## src/msc_regs.svh

```systemverilog
// Register offsets, field positions, reset values and constants
`ifndef MSC_REGS_SVH
`define MSC_REGS_SVH

`define MSC_ADDR_SYSCTL      16'hFF39
`define MSC_ADDR_MODE        16'hFF3B
`define MSC_ADDR_FGATE       16'hFF42
`define MSC_SYSCTL_RESET     8'h01
`define MSC_FGATE_RESET      8'h00
`define MSC_MODE_FIXED       8'h80
`define MSC_SYSCTL_WMASK     8'h3D
`define MSC_FGATE_WMASK      8'h08
`define MSC_BIT_ONCHIP_RAM_ENABLE         0
`define MSC_BIT_LOW_STROBE_OUT_DISABLE        2
`define MSC_BIT_NONMASK_IRQ_EDGE_SEL        3
`define MSC_BIT_INTM_LO      4
`define MSC_BIT_INTM_HI      5
`define MSC_BIT_FLASH_REGS_SELECT        3
`define MSC_PINS_MODE4       3'h4
`define MSC_PINS_MODE5       3'h5
`define MSC_PINS_MODE6       3'h6
`define MSC_PINS_MODE7       3'h7
`define MSC_ADDR_LIMIT_BITS  24
`define MSC_FLASH_LO         24'hFF_FFC8
`define MSC_FLASH_HI         24'hFF_FFCB
`define MSC_UNDEF_VALUE      8'h00
`define MSC_ZERO8            8'h00
`define MSC_ZERO32           32'h0000_0000

`endif

```

## src/msc_pkg.sv

```systemverilog
// Types for the mode and system control block
package msc_pkg;
    typedef enum logic [1:0]
    {
        MSC_MODE_EXP_NOROM_16,
        MSC_MODE_EXP_NOROM_8,
        MSC_MODE_EXP_ROM,
        MSC_MODE_SINGLE
    } msc_mode_t;

    typedef enum logic
    {
        MSC_APB_SETUP,
        MSC_APB_ACCESS
    } msc_apb_t;
endpackage : msc_pkg

```

## src/msc_mode_latch.sv

```systemverilog
// Mode pin latch for readback and reset-time strap capture
`timescale 1ns/1ps
`include "msc_regs.svh"
module msc_mode_latch
(
    input  wire logic       mclk_i,
    input  wire logic       rst_n_i,
    input  wire logic [2:0] mode_pins_i,
    input  wire logic       rd_mode_i,
    output logic [2:0]      readback_o,
    output logic [2:0]      strap_o,
    output logic            strap_valid_o
);
    logic [2:0] next_readback;
    logic [2:0] next_strap;
    logic       next_strap_valid;

    always_comb
    begin
        next_readback    = readback_o;
        next_strap       = strap_o;
        next_strap_valid = 1'b1;
        if (rd_mode_i)
        begin
            next_readback = mode_pins_i;
        end
        if (!strap_valid_o)
        begin
            next_strap = mode_pins_i;
        end
    end

    always_ff @(posedge mclk_i or negedge rst_n_i)
    begin
        if (!rst_n_i)
        begin
            readback_o    <= 3'h0;
            strap_o       <= 3'h0;
            strap_valid_o <= 1'b0;
        end
        else
        begin
            readback_o    <= next_readback;
            strap_o       <= next_strap;
            strap_valid_o <= next_strap_valid;
        end
    end
endmodule : msc_mode_latch

```

## src/msc_top.sv

```systemverilog
// Mode selection and system control registers behind an APB slave
`timescale 1ns/1ps
`include "msc_regs.svh"
// Summary of operation
// - Pins 100/101/110/111 select modes 4..7
// - Initial bus width set by the areas alone, same in mode 4 and mode 5
// - Any 16-bit area forces 16-bit bus in modes 4..6
// - CPU addresses limited to 16 Mbytes
// - Mode bit 7 reads 1, bits 6..3 zero
// - Mode bits 2..0 latch pins on read
// - Control bits 5..4 select interrupt mode
// - Control bit 3 selects NMI edge
// - Control bit 2 disables low write strobe
// - Control bit 0 enables on-chip RAM
// - Reset values H'01 and H'00
// - Flash gate bit 3 maps flash registers
// - Without flash, gate reads undefined, ignores writes
// - Decode lower 16 address bits only
// - RAM disabled sends accesses external
module msc_top
#(
    parameter bit HAS_FLASH = 1'b1
)
(
    input  wire logic        mclk_i,
    input  wire logic        rst_n_i,
    input  wire logic [2:0]  mode_pins_i,
    input  wire logic        hw_standby_i,
    input  wire logic [7:0]  area_is16_i,
    input  wire logic [31:0] cpu_addr_i,
    input  wire logic        ram_range_hit_i,
    input  wire logic [31:0] paddr,
    input  wire logic        psel,
    input  wire logic        penable,
    input  wire logic        pwrite,
    input  wire logic [31:0] pwdata,
    output logic [31:0]      prdata,
    output logic             pready,
    output logic             pslverr,
    output logic [1:0]       op_mode_o,
    output logic             rom_enable_o,
    output logic             expanded_o,
    output logic             bus16_o,
    output logic [23:0]      ext_addr_o,
    output logic [1:0]       irq_ctrl_mode_o,
    output logic             irq_mode_prohibited_o,
    output logic             nonmask_irq_edge_sel_o,
    output logic             low_byte_write_strobe_en_o,
    output logic             onchip_ram_enable_o,
    output logic             ram_to_external_o,
    output logic             flash_regs_select_o,
    output logic             flash_window_hit_o
);
    logic [7:0]  system_control;
    logic [7:0]  flash_reg_gate;
    logic [7:0]  next_system_control;
    logic [7:0]  next_flash_reg_gate;
    logic [31:0] next_prdata;
    logic        next_pready;
    logic        next_pslverr;
    logic [2:0]  pin_readback;
    logic [2:0]  strap;
    logic        strap_valid;
    logic        rd_mode;
    logic        acc;
    logic        hit_ctl;
    logic        hit_mode;
    logic        hit_gate;
    msc_pkg::msc_mode_t next_mode;
    logic        next_bus16;
    logic        next_rom;
    logic        next_exp;

    // Only lower 16 address bits compared
    function automatic logic addr_hit(input logic [31:0] a,
                                      input logic [15:0] off);
        addr_hit = (a[15:0] == off);
    endfunction : addr_hit

    assign acc      = psel && penable && !pready;
    assign hit_ctl  = addr_hit(paddr, `MSC_ADDR_SYSCTL);
    assign hit_mode = addr_hit(paddr, `MSC_ADDR_MODE);
    assign hit_gate = addr_hit(paddr, `MSC_ADDR_FGATE);
    assign rd_mode  = acc && !pwrite && hit_mode;

    msc_mode_latch u_latch
    (
        .mclk_i        (mclk_i),
        .rst_n_i       (rst_n_i),
        .mode_pins_i   (mode_pins_i),
        .rd_mode_i     (rd_mode),
        .readback_o    (pin_readback),
        .strap_o       (strap),
        .strap_valid_o (strap_valid)
    );

    // Register file and APB answer, one wait state
    always_comb
    begin
        next_system_control = system_control;
        next_flash_reg_gate = flash_reg_gate;
        next_prdata         = prdata;
        next_pready         = 1'b0;
        next_pslverr        = 1'b0;
        if (hw_standby_i)
        begin
            next_flash_reg_gate = `MSC_FGATE_RESET;
        end
        if (acc)
        begin
            next_pready = 1'b1;
            next_prdata = `MSC_ZERO32;
            if (hit_ctl)
            begin
                if (pwrite)
                begin
                    // Bit 6 fixed zero; bits 7 and 1 kept at zero
                    next_system_control = pwdata[7:0] & `MSC_SYSCTL_WMASK;
                end
                else
                begin
                    next_prdata[7:0] = system_control;
                end
            end
            else if (hit_mode)
            begin
                if (!pwrite)
                begin
                    // Pins latched by this read
                    next_prdata[7:0] = `MSC_MODE_FIXED
                                       | {5'h00, mode_pins_i};
                end
            end
            else if (hit_gate)
            begin
                if (!HAS_FLASH)
                begin
                    next_prdata[7:0] = `MSC_UNDEF_VALUE;
                end
                else if (pwrite && !hw_standby_i)
                begin
                    next_flash_reg_gate = pwdata[7:0]
                                          & `MSC_FGATE_WMASK;
                end
                else if (!pwrite)
                begin
                    next_prdata[7:0] = flash_reg_gate;
                end
            end
            else
            begin
                next_pslverr = 1'b1;
            end
        end
    end

    always_ff @(posedge mclk_i or negedge rst_n_i)
    begin
        if (!rst_n_i)
        begin
            system_control <= `MSC_SYSCTL_RESET;
            flash_reg_gate <= `MSC_FGATE_RESET;
            prdata         <= `MSC_ZERO32;
            pready         <= 1'b0;
            pslverr        <= 1'b0;
        end
        else
        begin
            system_control <= next_system_control;
            flash_reg_gate <= next_flash_reg_gate;
            prdata         <= next_prdata;
            pready         <= next_pready;
            pslverr        <= next_pslverr;
        end
    end

    // Mode decode from the reset-time strap
    always_comb
    begin
        next_mode  = msc_pkg::MSC_MODE_SINGLE;
        next_rom   = 1'b1;
        next_exp   = 1'b0;
        next_bus16 = 1'b0;
        case (strap)
            `MSC_PINS_MODE4:
            begin
                next_mode = msc_pkg::MSC_MODE_EXP_NOROM_16;
                next_rom  = 1'b0;
                next_exp  = 1'b1;
            end
            `MSC_PINS_MODE5:
            begin
                next_mode = msc_pkg::MSC_MODE_EXP_NOROM_8;
                next_rom  = 1'b0;
                next_exp  = 1'b1;
            end
            `MSC_PINS_MODE6:
            begin
                next_mode = msc_pkg::MSC_MODE_EXP_ROM;
                next_exp  = 1'b1;
            end
            default:
            begin
                next_mode = msc_pkg::MSC_MODE_SINGLE;
            end
        endcase
        // Bus is 16 bits in expanded modes when any area is 16-bit
        if (next_exp)
        begin
            next_bus16 = (|area_is16_i);
        end
        if (!strap_valid)
        begin
            next_exp   = 1'b0;
            next_bus16 = 1'b0;
        end
    end

    always_ff @(posedge mclk_i or negedge rst_n_i)
    begin
        if (!rst_n_i)
        begin
            op_mode_o                  <= msc_pkg::MSC_MODE_SINGLE;
            rom_enable_o               <= 1'b0;
            expanded_o                 <= 1'b0;
            bus16_o                    <= 1'b0;
            ext_addr_o                 <= 24'h00_0000;
            irq_ctrl_mode_o            <= 2'h0;
            irq_mode_prohibited_o      <= 1'b0;
            nonmask_irq_edge_sel_o     <= 1'b0;
            low_byte_write_strobe_en_o <= 1'b1;
            onchip_ram_enable_o        <= 1'b1;
            ram_to_external_o          <= 1'b0;
            flash_regs_select_o        <= 1'b0;
            flash_window_hit_o         <= 1'b0;
        end
        else
        begin
            op_mode_o    <= next_mode;
            rom_enable_o <= next_rom;
            expanded_o   <= next_exp;
            bus16_o      <= next_bus16;
            ext_addr_o   <= cpu_addr_i[`MSC_ADDR_LIMIT_BITS-1:0];
            irq_ctrl_mode_o <= {system_control[`MSC_BIT_INTM_HI],
                                system_control[`MSC_BIT_INTM_LO]};
            irq_mode_prohibited_o <= system_control[`MSC_BIT_INTM_LO];
            nonmask_irq_edge_sel_o <= system_control[`MSC_BIT_NONMASK_IRQ_EDGE_SEL];
            low_byte_write_strobe_en_o <=
                !system_control[`MSC_BIT_LOW_STROBE_OUT_DISABLE] && expanded_o;
            onchip_ram_enable_o <= system_control[`MSC_BIT_ONCHIP_RAM_ENABLE];
            ram_to_external_o <= ram_range_hit_i
                && !system_control[`MSC_BIT_ONCHIP_RAM_ENABLE];
            flash_regs_select_o <= flash_reg_gate[`MSC_BIT_FLASH_REGS_SELECT];
            flash_window_hit_o <= flash_reg_gate[`MSC_BIT_FLASH_REGS_SELECT]
                && (cpu_addr_i[23:0] >= `MSC_FLASH_LO)
                && (cpu_addr_i[23:0] <= `MSC_FLASH_HI);
        end
    end
endmodule : msc_top

```

## config.mk

```make
export PLATFORM = sky130hd
export DESIGN_NAME = msc_top
export DESIGN_NICKNAME = d
export VERILOG_FILES = /design/src/msc_pkg.sv /design/src/msc_mode_latch.sv /design/src/msc_top.sv
export VERILOG_INCLUDE_DIRS = /design/src
export SDC_FILE = /design/constraint.sdc
export NUM_CORES = 1
export LEC_CHECK = 0
export ABC_AREA = 0
export BUFFER_PORTS_ARGS = -buffer_cell sky130_fd_sc_hd__buf_4
export CORE_ASPECT_RATIO = 1.25
export CORE_MARGIN = 2
export CORE_UTILIZATION = 43
export DETAILED_ROUTE_END_ITERATION = 10
export PLACE_DENSITY = 0.85
export RECOVER_POWER = 50
export SYNTH_ARGS = -nofsm -noshare
export SYNTH_HDL_FRONTEND = slang
export SYNTH_SLANG_ARGS = --single-unit
```

## constraint.sdc

```tcl
create_clock -name mclk_i -period 2.8 [get_ports mclk_i]
set_input_delay 0.14 -clock mclk_i [delete_from_list [all_inputs] [get_ports mclk_i]]
set_output_delay 0.14 -clock mclk_i [all_outputs]
set_load 0.005 [all_outputs]
```

==> summary.txt, run 1 <==
Clock tree
  – Clock Sinks: 64
  – CTS Buf Count: 9
  – Worst-path clk slew: 0.07 ns
  – H-tree lvl count: 3
  – TritonCTS clock tree: yes
  – Clock root cell: clkbuf_8
  – CTS Buffer Depth: 2
  – Clock latency on the worst-skew pair: 0.34 ns
  – Post-CTS setup buffer count: 0

Critical path
  – CP Cell Sequence: nand3b_1 -> inv_1 -> nand2_1 -> or3_1 -> mux2_4
  – CP max stage delay: 0.52 ns
  – CP arrival: 2.38 ns
  – Setup crit end kind: flop
  – Worst setup SP type: flop
  – WP data required: 3.02 ns
  – WP buf/inv: 1
  – Top delay family on crit path: simple AND/OR/NAND/NOR gates
  – Slowest cell on the critical path: or3_1
  – Crit Path Category: flop to flop
  – Worst-path fanout max: 10

Global route
  – Vias in the first global route: 2084
  – GRT Util Overall: 23.1%
  – Overflow after GRT: 0
  – Largest net degree at the start of global routing: 65
  – First-pass GRT wire length: 10800 microns
  – Initial antenna violation count: 0

Floorplan
  – Starting Density: 44.7%
  – Core Area: 5480 sq um
  – Rows: 30
  – Chip Width: 71.5 microns
  – Top Ports: 186
  – Die area: 6310 sq um
  – Die Y: 88.3 microns

Routing
  – DR WL/cell: 17.9 microns
  – Vias per inst: 4.93
  – Via count: 1969
  – DRC errors left: 0
  – DRT iter0 DRCs: 199
  – Routed WL: 7150 microns
  – Detail Route Antenna Nets: 0
  – Drt pass-1 iters: 4

Layout
  – # diodes: 0
  – Area Overhead vs Synth: 48.3%
  – Most frequent cells in the layout: dfrtp_1 (59), clkbuf_4 (47), buf_4 (42)
  – Share of layout cells above drive strength 1: 36.1%
  – Fin area: 3630 sq um
  – Final nets: 444
  – Commonest non-fill, non-tap cell in the layout: dfrtp_1
  – Final core occ: 66.2%

Placement
  – DP HPWL: 4360 microns
  – Dpl cell area: 3240 sq um
  – Routability Congestion: 0.774
  – Port Buffer Count: 110

STA
  – Setup TNS: 0 ns
  – Crit share post-route: 77.3%
  – Slew headroom: -0.673%
  – Worst Max-Slew Pin Slew: 1.51 ns
  – Max frequency: 462 MHz
  – Layout Skew: 0.0153 ns
  – Final setup fails: 0
  – Tmin final: 2.16 ns
  – Fin. Hold Viols: 0
  – RSZ-0062 raised after global routing: no
  – Max-slew violation count: 65

Yosys
  – Synth Register Bits: 64
  – Primary FF master, synth: dfrtp_1
  – Synth area leaders: dfrtp_1 (60%), buf_4 (7.7%), dfstp_2 (5.4%)
  – Asr flop ratio synth: 100%
  – Average size of a mapped cell: 12.9 sq um
  – Post-Synthesis Cells: 189
  – Sequential area share after synthesis: 65.7%
  – Area share of the largest cell type after synthesis: 60.3%
  – Library cells used by synthesis: 38
  – Ys Warns: 0
  – Leading area contributor after synthesis: dfrtp_1
  – Post-synth EDFFs: 0
  – Synthesized area: 2450 sq um

Power
  – Lkg Pwr: 1.75 nW
  – Switching pwr: 0.450 mW
  – Maximum vdd drop: 314 uV
  – Clock power frac: 41.3%
  – Power Density: 554 nW/um^2
  – Flop pwr share: 48.6%
  – Comb power frac: 10.1%
  – Sw Ratio: 22.4%
  – Pint: 1.56 mW

Min path
  – Hold Crit Class: primary input to flop

Outcome
  – Status: complete, but fails checks
  – Failing checks: capacitance limit, slew limit

Job
  – Max_cap viols: 1
area by class of cell:
cell class | instances | area (sq um)
clock buffer | 14 | 173
multi-input combinational | 113 | 699
fill | 393 | 1850
clock inverter | 2 | 37.5
sequential | 64 | 1610
timing repair buffer | 137 | 1010
tap | 64 | 80.1
inverter | 5 | 18.8
stage by stage:
stage	hold slack (ns)	setup WS (ns)	total power [mW]	instances
6_report	0.0420	0.636	2.01	399
5_1_grt	0.0356	0.504	2.08	399
4_1_cts	0.0299	0.647	2.01	399
3_5_place_dp	0.251	0.674	1.17	357
3_3_place_gp	0.250	0.697	1.17	357
2_1_floorplan	-0.156	1.01	1.05	212
worst reg2reg max path, cell delays in order (launching register included):
cell,delay (ns)
dfrtp_1,0.41
nand3b_1,0.45
inv_1,0.21
nand2_1,0.11
or3_1,0.52
mux2_4,0.36
sequential cells by signal (all words and copies together), names as in the netlist:
name                        count
pslverr                         1
low_byte_write_strobe_en_o      1
flash_regs_select_o             1
flash_reg_gate                  8
rom_enable_o                    1
system_control                  5
nonmask_irq_edge_sel_o          1
pready                          1
expanded_o                      1
flash_window_hit_o              1
ext_addr_o                     24
u_latch.strap_valid_o           1
onchip_ram_enable_o             1
prdata                          8
irq_ctrl_mode_o                 2
op_mode_o                       2
ram_to_external_o               1
u_latch.strap_o                 3
bus16_o                         1
cell usage after synthesis (2+ instances only):
| cell | n |
|---|---|
| nor2b_1 | 2 |
| clkbuf_1 | 4 |
| a31o_2 | 3 |
| dfstp_2 | 5 |
| o32a_1 | 3 |
| mux2_4 | 5 |
| conb_1 | 2 |
| dfrtp_1 | 59 |
| nand3_1 | 3 |
| o21ai_0 | 8 |
| a21boi_0 | 2 |
| nor4_1 | 2 |
| buf_4 | 25 |
| nor2_1 | 3 |
| o31ai_1 | 3 |
| nand4_1 | 5 |
| nor3_1 | 5 |
| nand2b_1 | 3 |
| mux2_2 | 2 |
| nand2_1 | 18 |
| and2_1 | 6 |
| inv_1 | 5 |
power groups by stage:
stage               logic (mW)  clock network, mW  registers, mW
floorplan               0.0572                  0          0.993
global placement         0.176                  0          0.990
detailed placement       0.181                  0          0.991
CTS                      0.213              0.825          0.975
global route             0.221              0.880          0.979
finish                   0.204              0.830          0.976
what timing repair did:
action / in CTS / in global routing
hold endpoints to repair: 84 / 0
resized for setup: 0 / 0
hold buffers: 26 / 0
metal layers:
metal | up-vias | routed length [microns] | share of wire [%] | track usage [%]
met5 | - | 0 | 0 | 0
met4 | 0 | 174 | 2.4 | 8.92
met3 | 20 | 619 | 8.7 | 6.04
met2 | 123 | 3670 | 51 | 41.6
met1 | 940 | 2680 | 37 | 26.3
li1 | 886 | - | - | -
worst paths after layout:
kind,depth (start not counted),from,slack (ns),end
min in group asynchronous,2,rst_n_i,0.75,ext_addr_o[20]
worst max register to register,5,pready,0.64,system_control[3]
max in group asynchronous,2,rst_n_i,1.14,prdata[6]
worst max-delay path,5,pready,0.64,system_control[3]
worst min-delay path,2,ram_range_hit_i,0.04,ram_to_external_o
worst min register to register,0,system_control[5],0.40,irq_ctrl_mode_o[1]
cell families after synthesis:
logic type	synth area share (%)
multiplexers	4.40
AND/OR/NAND/NOR	13.5
AO/OA/AOI/OAI	6.60
buffers and inverters	9.51
flip-flops	65.7
other	0.307
No activity file was read; power rests on OpenSTA's default activity.
==> run 2: changes to the inputs <==
Settings changed: CORE_UTILIZATION 43 to 40, PLACE_DENSITY 0.85 to 0.8.
Clock period 2.8 ns to 2.2 ns, I/O delays scaled along.
==> run 2 against run 1 <==
The run still ends with capacitance limit, slew limit left. Routed wire length fell by 11%. Clock power increased by 15%. Final area grew 1.7%. Sequential power rose by 27%. Critical endpoint is now flash_window_hit_o. Highest routed layer unchanged. Via count shrank 0.96%. Clock-buffer cell count did not move. Combinational power up 27%. Largest cell class unchanged.
==> summary.txt, run 2 (synthesis gave the netlist of run 1 again) <==
Outcome
  – Status: complete, but fails checks
  – Failing checks: capacitance limit, slew limit

Clock tree
  – Clock latency on the worst-skew pair: 0.33 ns (about the same)
  – Worst-path clk slew: 0.07 ns (about the same)
  – Clock root cell: clkbuf_8
  – Post-CTS setup buffer count: 0 (unchanged)
  – TritonCTS clock tree: yes
  – H-tree lvl count: 3 (unchanged)
  – CTS Buf Count: 9 (unchanged)
  – Cts repair resizes: 0 (unchanged)
  – Clock Sinks: 64 (unchanged)
  – CTS Buffer Depth: 2 (unchanged)
  – Post-CTS Hold Fix Bufs: 28 (+7.7%)

Placement
  – Routability Congestion: 0.770 (-0.48%)
  – Port Buffer Count: 110 (unchanged)
  – Dpl cell area: 3280 sq um (+1.2%)
  – DP HPWL: 4030 microns (-7.6%)

Critical path
  – CP arrival: 2.08 ns (-0.30 ns)
  – WP data required: 2.44 ns (-0.58 ns)
  – Worst setup SP type: primary input
  – Setup crit end kind: flop
  – Worst-path fanout max: 2 (-8)
  – Crit Path Category: primary input to flop

STA
  – RSZ-0062 raised after global routing: no
  – Slew headroom: -1.41% (-0.74 points)
  – Setup TNS: 0 ns (unchanged)
  – Fin. Hold Viols: 0 (unchanged)
  – Tmin final: 1.84 ns
  – Crit share post-route: 83.9%
  – Worst Max-Slew Pin Slew: 1.52 ns (+0.0110 ns)
  – Final setup fails: 0 (unchanged)
  – Max-slew violation count: 65 (unchanged)
  – Layout Skew: 0.0127 ns (-0.00263 ns)
  – Min Hold Slack: 0.0165 ns (-0.0255 ns)
  – Max frequency: 542 MHz

Floorplan
  – Core Area: 5860 sq um (+6.9%)
  – Chip Width: 74.0 microns (+3.5%)
  – Starting Density: 41.8% (-2.9 points)
  – Die area: 6760 sq um (+7.1%)
  – Top Ports: 186 (unchanged)
  – Rows: 31 (+3.3%)
  – Die Y: 91.5 microns (+3.5%)

Routing
  – Drt pass-1 iters: 4 (unchanged)
  – Via count: 1950 (-0.96%)
  – Vias per inst: 4.62 (-6.4%)
  – DR WL/cell: 15.0 microns (-16%)
  – DRC errors left: 0 (unchanged)
  – DRT iter0 DRCs: 58 (-71%)
  – Routed WL: 6340 microns (-11%)
  – Detail Route Antenna Nets: 0 (unchanged)

Job
  – Max_cap viols: 1 (unchanged)

Global route
  – Overflow after GRT: 0 (unchanged)
  – GRT Util Overall: 19.5% (-3.6 points)
  – Initial antenna violation count: 1 (+1)
  – First-pass GRT wire length: 9580 microns (-11%)
  – Largest net degree at the start of global routing: 65 (unchanged)
  – Vias in the first global route: 1973 (-5.3%)

Layout
  – Most flops, register: ext_addr_o
  – Most frequent cells in the layout: dfrtp_1 (59), clkbuf_4 (50), buf_4 (45)
  – Final nets: 448 (+0.90%)
  – Final core occ: 63.0% (-3.2 points)
  – Share of layout cells above drive strength 1: 37.8% (+1.6 points)
  – Fin area: 3690 sq um (+1.7%)
  – Largest register FFs: 24 (unchanged)
  – Biggest regs: ext_addr_o (24), flash_reg_gate (8), prdata (8)
  – Area Overhead vs Synth: 50.7%
  – Commonest non-fill, non-tap cell in the layout: dfrtp_1

Power
  – Maximum vdd drop: 335 uV (+6.8%)
  – Lkg Pwr: 1.78 nW (+1.5%)
  – Power Density: 666 nW/um^2 (+20%)

Min path
  – Hold Crit Class: primary input to flop
[run 2: cell count changes in the layout (fill, tap and decap cells not counted), sizes merged]
cell,change
buf,+2
bufinv,-1
clkinv,+1
diode,+1
dlygate4sd3,+2
[run 2: path summary, 6_finish.rpt]
check                                 endpoint  slack [ns]  cells past startpoint               from
max                         flash_window_hit_o        0.36                      5      cpu_addr_i[5]
min                          system_control[4]        0.02                      2          pwdata[4]
max reg2reg                  system_control[2]        0.40                      5             pready
min reg2reg                onchip_ram_enable_o        0.40                      0  system_control[0]
max in group asynchronous    flash_reg_gate[2]        0.59                      2            rst_n_i
min in group asynchronous       ext_addr_o[21]        0.70                      2            rst_n_i
[run 2: metrics by stage]
stage,instances,power (mW),worst slack [ns]
3_5_place_dp,377,1.49,0.311
6_report,422,2.46,0.355
2_1_floorplan,212,1.34,0.406
4_1_cts,421,2.47,0.399
3_3_place_gp,377,1.48,0.354
5_1_grt,422,2.55,0.255
[run 2: area by class of cell]
class                      count  area, sq um
timing repair buffer         141         1060
fill                         466         2170
clock buffer                  14          183
sequential                    64         1610
tap                           82          103
inverter                       5         18.8
antenna                        1         2.50
multi-input combinational    113          699
clock inverter                 2         12.5
[run 2: routing by layer]
layer	vias to the layer above	global-route usage, %	routed length, microns
met5	-	0	0
met4	0	14.8	281
met3	24	4.33	320
met2	97	33.6	3600
met1	934	19.6	2140
li1	895	-	-
[run 2: worst max-delay path: stages]
cell and delay (ns):
dlygate4sd3_1 0.54, clkbuf_4 0.14, or4b_1 0.51, or4_1 0.54
nor3_1 0.25
[run 2: report_power, final]
group	switching [mW]	internal, mW
logic	0.109	0.151
registers	0.0161	1.22
clock network	0.426	0.531
total	0.550	1.91
==> run 3: changes to the inputs <==
Settings changed: ABC_AREA 0 to 1, CORE_UTILIZATION 40 to 41.
Clock period 2.2 ns to 1.7 ns, I/O delays scaled along.
==> run 3 against run 2 <==
The flow now finishes without violations. Final cell count grew 21%. Synthesized area is 8.6% higher. Global-route usage is 0.75 points lower. Synthesized cell count up 44%. Die area is 5.7% higher. Sequential power is 29% higher. Non-clock buffer count up 4. Final area increased by 5.7%. Worst setup slack got worse by 0.065 ns. Sequential share of layout area is 2.3 points lower. First-iteration DRC count is 6.9% higher. Combinational power rose by 38%.
==> summary.txt, run 3 <==
Outcome
  – Status: finished clean

Critical path
  – Top delay family on crit path: simple AND/OR/NAND/NOR gates
  – Worst setup SP type: flop
  – WP data required: 1.92 ns (-0.52 ns)
  – Worst-path fanout max: 12 (+10)
  – WP buf/inv: 1 (-1)
  – Setup crit end kind: flop
  – CP Cell Sequence: nor2_2 -> inv_2 -> nor2_4 -> nand4_4 -> nand2_1 -> o21ai_2
  – CP arrival: 1.63 ns (-0.45 ns)
  – Slowest cell on the critical path: dfrtp_1
  – CP max stage delay: 0.38 ns (-0.16 ns)
  – Crit Path Category: flop to flop

Layout
  – Share of layout cells above drive strength 1: 29.0% (-8.7 points)
  – Fillers: 525 (+13%)
  – Layout Cells excl Fill: 512 (+21%)
  – Area Overhead vs Synth: 46.6%
  – Biggest regs: ext_addr_o (24), flash_reg_gate (8), prdata (8)
  – # diodes: 0 (-1)
  – Commonest non-fill, non-tap cell in the layout: nand2_1
  – Largest register FFs: 24 (unchanged)
  – Final nets: 537 (+20%)
  – Final core occ: 62.8% (-0.18 points)
  – Most flops, register: ext_addr_o
  – Most frequent cells in the layout: nand2_1 (80), dfrtp_1 (59), clkbuf_4 (50)

Routing
  – Detail Route Antenna Nets: 0 (unchanged)
  – Drt pass-1 iters: 4 (unchanged)
  – DR WL/cell: 12.1 microns (-19%)
  – DRC errors left: 0 (unchanged)
  – DRT iter0 DRCs: 62 (+6.9%)
  – Routed WL: 6220 microns (-1.9%)
  – Via count: 2223 (+14%)
  – Vias per inst: 4.34 (-6.0%)

Yosys
  – Most common cell in the netlist: nand2_1
  – Area share of the largest cell type after synthesis: 55.5% (-4.8 points)
  – Leading area contributor after synthesis: dfrtp_1
  – Post-Synth Adder-Cell Area: 0% (unchanged)
  – Library cells used by synthesis: 27 (-29%)
  – Synth Register Bits: 64 (unchanged)
  – Sequential area share after synthesis: 60.5% (-5.2 points)
  – Post-synth EDFFs: 0 (unchanged)
  – Synth area leaders: dfrtp_1 (56%), nand2_1 (11%), buf_4 (7.1%)
  – Asr flop ratio synth: 100% (unchanged)
  – Commonest cells in the synthesized netlist: nand2_1 (80), dfrtp_1 (59), inv_1 (27), buf_4 (25), nor2_1 (21)
  – Synth Area in Compound Gates: 2.12% (-4.5 points)
  – Ys Warns: 0 (unchanged)
  – Post-Synth XOR/XNOR Area: 0% (unchanged)
  – Average size of a mapped cell: 9.78 sq um (-25%)
  – Main combinational cell family by area after synthesis: simple AND/OR/NAND/NOR gates
  – Post-synthesis mux area share: 0% (-4.4 points)
  – Primary FF master, synth: dfrtp_1
  – Post-Synthesis Cells: 272 (+44%)
  – Post-Synth Simple-Gate Area: 24.8% (+11 points)
  – Synthesized area: 2660 sq um (+8.6%)

STA
  – Tmin final: 1.41 ns
  – Slew headroom: 45.8% (+47 points)
  – Fin. Hold Viols: 0 (unchanged)
  – Max frequency: 709 MHz
  – Crit share post-route: 82.9%
  – RSZ-0062 raised after global routing: no
  – Setup TNS: 0 ns (unchanged)
  – Layout Skew: 0.00543 ns (-0.00727 ns)
  – Worst Max-Slew Pin Slew: 0.813 ns (-0.709 ns)
  – Max-slew violation count: 0 (-100%)
  – Final setup fails: 0 (unchanged)

Global route
  – Initial antenna violation count: 0 (-1)
  – Vias in the first global route: 2212 (+12%)
  – Overflow after GRT: 0 (unchanged)
  – First-pass GRT wire length: 10400 microns (+8.3%)
  – GRT Util Overall: 18.8% (-0.75 points)
  – Largest net degree at the start of global routing: 65 (unchanged)

Floorplan
  – Rows: 32 (+3.2%)
  – Die Y: 94.0 microns (+2.8%)
  – Chip Width: 76.0 microns (+2.8%)
  – Top Ports: 186 (unchanged)
  – Die area: 7150 sq um (+5.7%)
  – Core Area: 6210 sq um (+6.0%)
  – Starting Density: 42.8% (+1.1 points)

Clock tree
  – Clock root cell: clkbuf_8
  – CTS Buf Count: 9 (unchanged)
  – Clock latency on the worst-skew pair: 0.32 ns (about the same)
  – Clock Sinks: 64 (unchanged)
  – Cts repair resizes: 0 (unchanged)
  – H-tree lvl count: 3 (unchanged)
  – Worst-path clk slew: 0.06 ns (about the same)
  – CTS Buffer Depth: 2 (unchanged)
  – TritonCTS clock tree: yes

Min path
  – Hold Crit Class: primary input to flop

Power
  – Maximum vdd drop: 327 uV (-2.5%)
  – Lkg Pwr: 2.06 nW (+16%)
  – Power Density: 768 nW/um^2 (+15%)

Placement
  – Routability Congestion: 0.780 (+1.3%)
  – DP HPWL: 4280 microns (+6.1%)
  – Dpl cells: 463 (+23%)
  – Port Buffer Count: 110 (unchanged)

Job
  – Max_cap viols: 0 (-1)
run 3: cell count changes after synthesis, sizes merged, moves of 4 or more:
cell and change:
nand3 +10, nor3 -4, and2 -6, nor2 +24, nand2 +63, inv +25, mux2 -7
run 3: area by class of cell:
class | count | area, sq um | area share, %
Clock buffer | 11 | 131 | 3.37
Clock inverter | 4 | 22.5 | 0.578
Inverter | 30 | 113 | 2.89
Multi-Input combinational cell | 173 | 811 | 20.8
Sequential cell | 64 | 1610 | 41.3
Tap cell | 85 | 106 | 2.73
Timing Repair Buffer | 145 | 1110 | 28.4
run 3: timing repair:
item / in CTS / in global routing
hold endpoints to repair: 98 / 0
buffers inserted: 0 / 0
hold buffers: 34 / 0
run 3: stage by stage:
step                setup WS (ns)  power, mW  hold slack, ns  area (sq um)
global placement            0.316       1.93           0.195          3470
global route                0.137       3.14          0.0477          3900
finish                      0.290       2.99          0.0466          3900
detailed placement          0.285       1.94           0.199          3470
floorplan                   0.506       1.75          -0.211          2750
CTS                         0.278       3.03          0.0310          3970
run 3: report_power, final:
| part | switching (mW) | internal [mW] | leakage (nW) |
|---|---|---|---|
| Combinational | 0.160 | 0.200 | 1.18 |
| Sequential | 0.0188 | 1.58 | 0.804 |
| Clock | 0.519 | 0.513 | 0.0789 |
run 3: kinds of logic after synthesis:
group	after synthesis
DFF	64
other	2
AOI/OAI and AO/OA	10
and+or+nand+nor	138
buffers and inverters	58
run 3: per-layer routing:
layer | track usage [%] | routed length, microns | vias up
met5 | 0 | 0 | -
met4 | 9.09 | 120 | 0
met3 | 5.29 | 449 | 10
met2 | 33.9 | 3320 | 99
met1 | 20.4 | 2330 | 1019
li1 | - | - | 1095
run 3: worst min-delay path, cell delays in order:
cell,delay [ns]
buf_4,0.07
inv_1,0.04
o21ai_0,0.13
run 3: final timing paths:
check	start	to	slack [ns]	cells after the start
hold / removal	mode_pins_i[1]	u_latch.strap_o[1]	0.05	3
setup / recovery	pready	flash_reg_gate[3]	0.29	6
min in group asynchronous	rst_n_i	ext_addr_o[9]	0.44	2
hold reg to reg	system_control[5]	irq_ctrl_mode_o[1]	0.41	0
max in group asynchronous	rst_n_i	pslverr	0.73	2
setup reg to reg	pready	flash_reg_gate[3]	0.29	6
